**config.mk**
```make
export PLATFORM = sky130hd
export DESIGN_NAME = dhpi_top
export DESIGN_NICKNAME = d
export VERILOG_FILES = /design/src/dhpi_pkg.sv /design/src/dhpi_top.sv /design/src/dhpi_fifo.sv
export SDC_FILE = /design/constraint.sdc
export NUM_CORES = 1
export LEC_CHECK = 0
export BUFFER_PORTS_ARGS = -buffer_cell sky130_fd_sc_hd__buf_2
export CORE_MARGIN = 3
export CORE_UTILIZATION = 50
export CTS_BUF_LIST = sky130_fd_sc_hd__clkbuf_4 sky130_fd_sc_hd__clkbuf_8 sky130_fd_sc_hd__clkbuf_16
export CTS_CLUSTER_DIAMETER = 30
export DETAILED_ROUTE_END_ITERATION = 8
export MAX_ROUTING_LAYER = met4
export PLACE_DENSITY = 0.68
export SYNTH_ARGS = -nofsm -noshare
export SYNTH_HDL_FRONTEND = slang
export SYNTH_SLANG_ARGS = --single-unit
```
**constraint.sdc**
```tcl
create_clock -name clk_sys -period 2.8 [get_ports clk_sys]
set_input_delay 0.42 -clock clk_sys [delete_from_list [all_inputs] [get_ports clk_sys]]
set_output_delay 0.42 -clock clk_sys [all_outputs]
set_load 0.03 [all_outputs]
```
**src/dhpi_pkg.sv**
```systemverilog
// Package of types and constants for the display host pin interface.
package dhpi_pkg;

    // Bus mode selection, fixed while running.
    typedef enum logic [2:0]
    {
        MODE_P8_E,
        MODE_P16_E,
        MODE_P8_RW,
        MODE_P16_RW,
        MODE_SPI4,
        MODE_SPI3,
        MODE_I2C
    } dhpi_mode_type;

    // Transfer kind seen by the core.
    typedef struct packed
    {
        logic        is_data;
        logic [15:0] word;
    } dhpi_xfer_type;

    localparam int          DATA_W      = 16;
    localparam int          XFER_W      = 17;
    localparam int          FIFO_DEPTH  = 16;
    localparam int          SPI4_BITS   = 8;
    localparam int          SPI3_BITS   = 9;
    localparam logic [3:0]  BIT_CNT_0   = 4'h0;
    localparam logic [3:0]  BIT_CNT_1   = 4'h1;
    localparam int          SCK_BIT     = 0;
    localparam int          SDI_BIT     = 1;
    localparam logic [7:0]  BYTE_ZERO   = 8'h00;
    localparam logic [15:0] WORD_ZERO   = 16'h0000;
    localparam logic [15:0] STALE_WORD  = 16'h0000;
    // Frame sync timing, in cycles of clk_sys.
    localparam int          FRAME_CYCLES = 4000;
    localparam int          SYNC_CYCLES  = 40;
    localparam logic [11:0] FRAME_LAST   = 12'(FRAME_CYCLES - 1);
    localparam logic [11:0] SYNC_LAST    = 12'(SYNC_CYCLES);
    localparam logic [11:0] CNT_ZERO     = 12'h000;

    // Two-stage synchroniser state for the pins.
    typedef struct packed
    {
        logic [15:0] data;
        logic        en_rd;
        logic        rw_wr;
        logic        cs_n;
        logic        dc;
    } dhpi_pins_type;

endpackage

```
**src/dhpi_top.sv**
```systemverilog
// Host pin interface of a display controller: parallel, serial and I2C pins.
// What this block does
// - E-strobe mode: direction high reads, low writes
// - E-strobe operation only while enable high, selected
// - Write-strobe low with select begins a write
// - Read-strobe low with select drives data bus
// - Sixteen data pins (eight in 8-bit modes) sampled on writes, driven reads
// - Serial: bit 0 clock, bit 1 data
// - I2C: bit 0 clock, bit 1 data
// - Frame sync output follows refresh timing
// - Data/command low is command, high data
// - E-strobe data latched on enable falling edge
// - Write-strobe rising edge latches the word
// - First display read after write returns stale
module dhpi_top (
    input  wire logic          clk_sys,
    input  wire logic          sys_rst,
    input  wire logic [2:0]    mode_sel,
    input  wire logic [15:0]   data_in,
    output logic      [15:0]   data_out,
    output logic      [15:0]   data_oe,
    input  wire logic          en_rd_in,
    input  wire logic          rw_wr_in,
    input  wire logic          cs_n_in,
    input  wire logic          dc_in,
    output logic               frame_sync_out,
    output logic               i2c_clk_in,
    output logic               i2c_sda_in,
    output logic               xfer_valid,
    input  wire logic          xfer_ready,
    output logic      [16:0]   xfer_data,
    input  wire logic [15:0]   rd_word,
    output logic               rd_take
);
    typedef struct packed
    {
        dhpi_pkg::dhpi_pins_type s1;
        dhpi_pkg::dhpi_pins_type s2;
        dhpi_pkg::dhpi_pins_type s3;
        logic                    mode_ok;
        logic [2:0]              mode;
        logic [7:0]              shift;
        logic [3:0]              bits;
        logic                    dc_bit;
        logic                    push;
        dhpi_pkg::dhpi_xfer_type xfer;
        logic                    reading;
        logic                    dummy_pend;
        logic [15:0]             rd_q;
        logic                    rd_take;
        logic [11:0]             fcnt;
        logic                    fsync;
    } dhpi_state_type;

    // Pins reset to an idle, deselected bus; all-zero stages would look
    // selected for two cycles after reset and start a false read.
    localparam dhpi_pkg::dhpi_pins_type PINS_IDLE =
        '{data: dhpi_pkg::WORD_ZERO, cs_n: 1'b1, default: 1'b0};
    localparam dhpi_state_type ST_RESET =
        '{s1: PINS_IDLE, s2: PINS_IDLE, s3: PINS_IDLE, default: '0};

    dhpi_state_type          st_q;
    dhpi_state_type          st_d;
    dhpi_pkg::dhpi_pins_type pins;
    dhpi_pkg::dhpi_mode_type mode;
    logic                    fifo_ready;
    logic                    par_e;
    logic                    par_rw;
    logic                    serial;
    logic                    sel;

    // Pins gathered into one bundle for the synchroniser.
    assign pins.data  = data_in;
    assign pins.en_rd = en_rd_in;
    assign pins.rw_wr = rw_wr_in;
    assign pins.cs_n  = cs_n_in;
    assign pins.dc    = dc_in;

    assign mode   = dhpi_pkg::dhpi_mode_type'(st_q.mode);
    assign par_e  = (mode == dhpi_pkg::MODE_P8_E)
                  || (mode == dhpi_pkg::MODE_P16_E);
    assign par_rw = (mode == dhpi_pkg::MODE_P8_RW)
                  || (mode == dhpi_pkg::MODE_P16_RW);
    assign serial = (mode == dhpi_pkg::MODE_SPI4)
                  || (mode == dhpi_pkg::MODE_SPI3);
    assign sel    = !st_q.s2.cs_n;

    // Width mask: the 8-bit modes only use the low byte.
    function automatic logic [15:0] bus_word(input logic [15:0] w,
                                             input logic [2:0]  m);
        if (m == dhpi_pkg::MODE_P8_E || m == dhpi_pkg::MODE_P8_RW)
            return {dhpi_pkg::BYTE_ZERO, w[7:0]};
        return w;
    endfunction

    // Next-state logic for all transfer paths and the frame timer.
    always_comb
    begin
        st_d         = st_q;
        st_d.s1      = pins;
        st_d.s2      = st_q.s1;
        st_d.s3      = st_q.s2;
        st_d.push    = 1'b0;
        st_d.rd_take = 1'b0;
        if (!st_q.mode_ok)
        begin
            st_d.mode    = mode_sel;
            st_d.mode_ok = 1'b1;
        end
        if (sel && st_q.mode_ok && fifo_ready)
        begin
            if (par_e)
            begin
                if (st_q.s3.en_rd && !st_q.s2.en_rd)
                begin
                    if (!st_q.s2.rw_wr)
                    begin
                        st_d.push         = 1'b1;
                        st_d.xfer.is_data = st_q.s2.dc;
                        st_d.xfer.word    = bus_word(st_q.s2.data, st_q.mode);
                        st_d.dummy_pend   = 1'b1;
                    end
                    else
                        st_d.reading = 1'b0;
                end
                if (st_q.s2.en_rd && st_q.s2.rw_wr && !st_q.reading)
                begin
                    st_d.reading = 1'b1;
                    st_d.rd_q    = st_q.dummy_pend ? dhpi_pkg::STALE_WORD
                                 : bus_word(rd_word, st_q.mode);
                    st_d.rd_take = !st_q.dummy_pend;
                    st_d.dummy_pend = 1'b0;
                end
            end
            else if (par_rw)
            begin
                if (!st_q.s3.rw_wr && st_q.s2.rw_wr)
                begin
                    st_d.push         = 1'b1;
                    st_d.xfer.is_data = st_q.s2.dc;
                    st_d.xfer.word    = bus_word(st_q.s2.data, st_q.mode);
                    st_d.dummy_pend   = 1'b1;
                end
                if (!st_q.s2.en_rd && !st_q.reading)
                begin
                    st_d.reading = 1'b1;
                    st_d.rd_q    = st_q.dummy_pend ? dhpi_pkg::STALE_WORD
                                 : bus_word(rd_word, st_q.mode);
                    st_d.rd_take = !st_q.dummy_pend;
                    // A write latched in this same cycle keeps the flag set.
                    st_d.dummy_pend = st_d.push;
                end
                else if (st_q.s2.en_rd)
                    st_d.reading = 1'b0;
            end
            else if (serial)
            begin
                if (!st_q.s3.data[dhpi_pkg::SCK_BIT]
                    && st_q.s2.data[dhpi_pkg::SCK_BIT])
                begin
                    if (mode == dhpi_pkg::MODE_SPI3
                        && st_q.bits == dhpi_pkg::BIT_CNT_0)
                        st_d.dc_bit = st_q.s2.data[dhpi_pkg::SDI_BIT];
                    else
                        st_d.shift = {st_q.shift[6:0],
                                      st_q.s2.data[dhpi_pkg::SDI_BIT]};
                    st_d.bits = st_q.bits + dhpi_pkg::BIT_CNT_1;
                    if (int'(st_q.bits) == ((mode == dhpi_pkg::MODE_SPI3)
                        ? dhpi_pkg::SPI3_BITS : dhpi_pkg::SPI4_BITS) - 1)
                    begin
                        st_d.bits         = dhpi_pkg::BIT_CNT_0;
                        st_d.push         = 1'b1;
                        st_d.xfer.is_data = (mode == dhpi_pkg::MODE_SPI3)
                                          ? st_q.dc_bit : st_q.s2.dc;
                        st_d.xfer.word    = {dhpi_pkg::BYTE_ZERO,
                                             st_q.shift[6:0],
                                             st_q.s2.data[dhpi_pkg::SDI_BIT]};
                    end
                end
            end
        end
        if (!sel)
        begin
            st_d.reading = 1'b0;
            st_d.bits    = dhpi_pkg::BIT_CNT_0;
        end
        st_d.fcnt  = (st_q.fcnt == dhpi_pkg::FRAME_LAST)
                   ? dhpi_pkg::CNT_ZERO : st_q.fcnt + 12'h001;
        st_d.fsync = (st_q.fcnt < dhpi_pkg::SYNC_LAST);
    end

    // Single state register.
    always_ff @(posedge clk_sys)
    begin
        if (sys_rst)
            st_q <= ST_RESET;
        else
            st_q <= st_d;
    end

    // drive data pins on reads only
    assign data_out       = st_q.rd_q;
    assign data_oe        = (st_q.reading && sel && (par_e || par_rw))
                          ? bus_word(16'hFFFF, st_q.mode)
                          : dhpi_pkg::WORD_ZERO;
    assign frame_sync_out = st_q.fsync;
    assign rd_take        = st_q.rd_take;
    // I2C pin roles for a separate engine
    assign i2c_clk_in     = (mode == dhpi_pkg::MODE_I2C)
                          && st_q.s2.data[dhpi_pkg::SCK_BIT];
    assign i2c_sda_in     = (mode == dhpi_pkg::MODE_I2C)
                          && st_q.s2.data[dhpi_pkg::SDI_BIT];

    // Transfer buffer; a full buffer stalls strobe decoding.
    dhpi_fifo #(
        .WIDTH (dhpi_pkg::XFER_W),
        .DEPTH (dhpi_pkg::FIFO_DEPTH)
    ) u_fifo (
        .clk_sys   (clk_sys),
        .sys_rst   (sys_rst),
        .in_valid  (st_q.push),
        .in_ready  (fifo_ready),
        .in_data   (st_q.xfer),
        .out_valid (xfer_valid),
        .out_ready (xfer_ready),
        .out_data  (xfer_data)
    );
endmodule

```
**src/dhpi_fifo.sv**
```systemverilog
// Parameterised FIFO that buffers host transfers toward the core.
module dhpi_fifo #(
    parameter int WIDTH = 17,
    parameter int DEPTH = 16
) (
    input  wire logic             clk_sys,
    input  wire logic             sys_rst,
    input  wire logic             in_valid,
    output logic                  in_ready,
    input  wire logic [WIDTH-1:0] in_data,
    output logic                  out_valid,
    input  wire logic             out_ready,
    output logic      [WIDTH-1:0] out_data
);
    localparam int AW = $clog2(DEPTH);

    typedef struct packed
    {
        logic [AW:0] wr;
        logic [AW:0] rd;
    } dhpi_fptr_type;

    logic [WIDTH-1:0] mem [DEPTH];
    dhpi_fptr_type    st_q;
    dhpi_fptr_type    st_d;
    logic             full;
    logic             empty;

    // Full and empty come from the extra wrap bit of each pointer.
    assign empty     = (st_q.wr == st_q.rd);
    assign full      = (st_q.wr[AW] != st_q.rd[AW])
                     && (st_q.wr[AW-1:0] == st_q.rd[AW-1:0]);
    assign in_ready  = !full;
    assign out_valid = !empty;
    assign out_data  = mem[st_q.rd[AW-1:0]];

    // Pointer advance on each accepted push or pop.
    always_comb
    begin
        st_d = st_q;
        if (in_valid && !full)
            st_d.wr = st_q.wr + 1'b1;
        if (out_ready && !empty)
            st_d.rd = st_q.rd + 1'b1;
    end

    // Storage array; no reset needed on the data itself.
    always_ff @(posedge clk_sys)
    begin
        if (in_valid && !full)
            mem[st_q.wr[AW-1:0]] <= in_data;
    end

    // Pointer register.
    always_ff @(posedge clk_sys)
    begin
        if (sys_rst)
            st_q <= '0;
        else
            st_q <= st_d;
    end

endmodule

```
==> results.toml <==
[grt]
grt.overflow.total = 0
pin_count_of_the_biggest_net_entering_global_routing = 58
first_global_vias = 8690
grt_antenna_before_repair = 0
wire_length_of_the_first_global_routing_pass_mm = 50.42
groute.usage.overall_pct = 20.58

[timing]
timing.clock.skew_ns = 0.02469
worst_slew_pin_slew_ns = 0.6983
grt_setup_unrepaired = "yes"
final_critical_path_setup_slack_ns = -0.07140
finalSetupViolCount = 17
final.period_utilization_pct = 102.6
max-slew-margin-rel_pct = 53.39
maxSlewViolCount = 0
setup_tns_ns = -0.8728
number_of_hold_violations_in_the_final_report = 0
fmax_ghz = 0.3483
min_period_ns = 2.871

[clock_tree]
clock_tree_from_tritoncts = "yes"
clkSlewWorstSetupHoldPaths_ns = 0.05
cts.root.buffer_cell = "clkbuf_16"
cts_buffers = 72
htree_num_levels = 3
worstSkewPairLatency_ns = 0.55
clk_path_buf_depth = 3
clkSinkCount = 395

[synth]
yosys_warnings = 0
syn_area_um2 = 15380
synth_edf_count = 272
ys.flop_type = "edfxtp_1"
synth.ff_latch_count = 395
postSynthNetCount = 966
syn_area_per_cell_um2 = 16.79
asyncSetResetFlopFracSynth_pct = 0
ys_types = 55
share_of_synthesized_area_occupied_by_flip_flops_and_latches_pct = 69.11
syn-instance-count = 916

[setup_path]
worstPathRequired_ns = 2.38
cp_slowest_cell = "mux4_2"
critical_path_class = "flop to primary output"
worstReg2RegStart = "u_fifo.st_q[7]"
crit-reg2reg-capture = "u_fifo.mem[10][13]"
critical_path.max_fanout = 6
cpPeakStageDelay_ns = 0.50
cp_cell_sequence = "buf_12 > buf_16 > mux4_2 > mux4_2 > buf_6"
timing.critical_path.from_type = "flop"
setup.worst_path.end_class = "primary output"
critPathMostFrequentCell = "mux4_2"
rrSetupSlack_ns = 0.48
worst-endpoint-arrival_ns = 2.45
r2r.worst_path.cells = 5

[floorplanning]
initial_utilization_pct = 51.35
die_width_um = 181.4
fp-row-count = 63
floorplan.core_area_um2 = 29950
fp.dieArea_um2 = 32910
die_height_um = 181.4
ios = 96

[outcome]
failed_checks = "setup timing"
run_status = "finished with violations"

[min_path]
hold_path_depth = 2
worst_min_delay_path_startpoint = "cs_n_in"
min_delay_worst_endpoint = "st_d[88]"
min-delay-path-class = "input pin to flop"

[route]
route.detailed.wl_per_inst_um = 21.78
first_pass_iters = 5
drt-total-wl_mm = 32.71
dr_vias = 8350
post_drt_via_cell_ratio = 5.559
drt-initial-drc-count = 571
postRouteAntennaNets = 0
drt_drc_violations_left = 0

[placed_design]
portBuffers = 95
gp_congestion = 0.7630
detailedPlacementHpwl_mm = 17.84
post_dp_cell_area_um2 = 16380
placement.setup.worst_slack_ns = 0.3748

[finish]
antennaDiodeCount = 0
design_area_um2 = 19200
fill_cells = 2080
mostFrequentLayoutCells = "edfxtp_1, dfxtp_1, mux4_2"
drive_above_1_share_pct = 34.80
nets = 1106
syn2layout_area_growth_pct = 24.84
final_common_cell = "edfxtp_1"

[power_and_ir_drop]
peakVddDrop_mv = 0.5073
power_density_nw_per_um2 = 798.9
p_leak_nw = 6.612

[job]
max-cap-violations = 0
## critical path: cells and delay by family, from the launching register on
kind | cells | cell delay [ns]
flip-flops | 1 | 0.47
buffers and inverters | 3 | 0.44
multiplexers | 2 | 0.99
## how the worst max path moves through the flow
stage | startpoint | to | cells after the start
2_1_floorplan | mode[2] | data_oe[10] | 5
3_3_place_gp | flop | xfer_data[3] | 4
3_5_place_dp | flop | xfer_data[3] | 4
4_1_cts | flop | xfer_data[3] | 4
5_1_grt | flop | xfer_data[1] | 4
6_report | flop | xfer_data[15] | 5
## where the power goes
part	switching (mW)	internal, mW
clock network	2.93	6.03
logic	0.0787	0.0713
registers	0.0248	6.21
total	3.03	12.3
## cell usage after synthesis (2+ instances only)
library cell  count  area, um2
clkbuf_1         25      93.84
a31o_2            8      70.07
nor3b_1           2      15.01
nor4b_1           5      43.79
a2111o_1          2      22.52
edfxtp_1        272       8168
a32oi_1           9      78.83
buf_4            33      247.7
a21oi_2           4      35.03
dfxtp_1         123       2462
o21ai_0           5      25.02
buf_2             9      45.04
buf_6             5      56.30
nor2b_1          45      281.5
nor2_1           37      138.9
ha_1              8      100.1
o21ai_1           2      10.01
nand3b_1          3      22.52
a211oi_1          3      22.52
nand2_1          38      142.6
xor2_1           11      96.34
and2_1            2      12.51
xnor2_1          15      131.4
mux2i_1          24      240.2
and3_1           23      143.9
and4_1            2      17.52
nand4_1           4      25.02
buf_1             6      22.52
and4b_1           3      30.03
nor4_1            2      12.51
nor3_1            6      30.03
nand2b_1         12      75.07
a311oi_1          8      70.07
a21oi_1          23      115.1
mux4_2           85       1914
nand3_1          16      80.08
o211ai_1          4      30.03
inv_1            13      48.80
or2_2             3      18.77
## per-layer routing
layer | vias up | GRT usage, % | wire, um
met4 | 0 | 6.429 | 895
met3 | 83 | 3.666 | 1898
met5 | - | - | 0
met2 | 311 | 34.21 | 16450
li1 | 3818 | - | -
met1 | 4138 | 26.10 | 13460
## registers in the layout, summed over array words and instances, names as in the netlist, named ones only
name            flops
data_out           16
frame_sync_out      1
mode                3
rd_take             1
st_d               40
st_q               48
u_fifo.mem        272
u_fifo.st_q        10
## final cells by class
type,instances,area [um2],area share (%)
clock buffers,84,1933,10.07
clock inverters,46,624.3,3.251
inverters,14,52.55,0.2737
multi-input cells,428,4235,22.06
flip-flops and latches,395,10640,55.39
well taps,390,488.0,2.541
repair buffers,145,1232,6.418
## logic make-up (layout without fill, tap and decap cells)
group	after synthesis	in the layout	synth area share, %
xor+xnor	26	26	1.480
fa+ha+maj	8	8	0.6507
compound gates	75	75	3.709
flops	395	395	69.11
simple gates	209	209	7.508
buf+inv	93	289	3.465
mux	110	110	14.08
## repair_timing
action | in CTS | in global routing
cloned | 4 | 0
endpoints found under the hold margin | 0 | 0
setup buffers | 3 | 0
endpoints found under the setup margin | 17 | 17
gates resized for setup | 32 | 3
hold buffers | 0 | 0
## metrics by stage
stage / cells / power [mW] / hold slack (ns) / util [%]
detailed placement: 1365 / 6.496 / 0.4073 / 54.70
global placement: 1365 / 6.494 / 0.4022 / 54.70
floorplan: 916 / 6.440 / 0.3895 / -
finish: 1502 / 15.34 / 0.05587 / 64.11
CTS: 1502 / 15.47 / 0.02730 / 64.07
global route: 1502 / 15.78 / 0.05247 / 64.11
(Power assumes the default switching activity.)
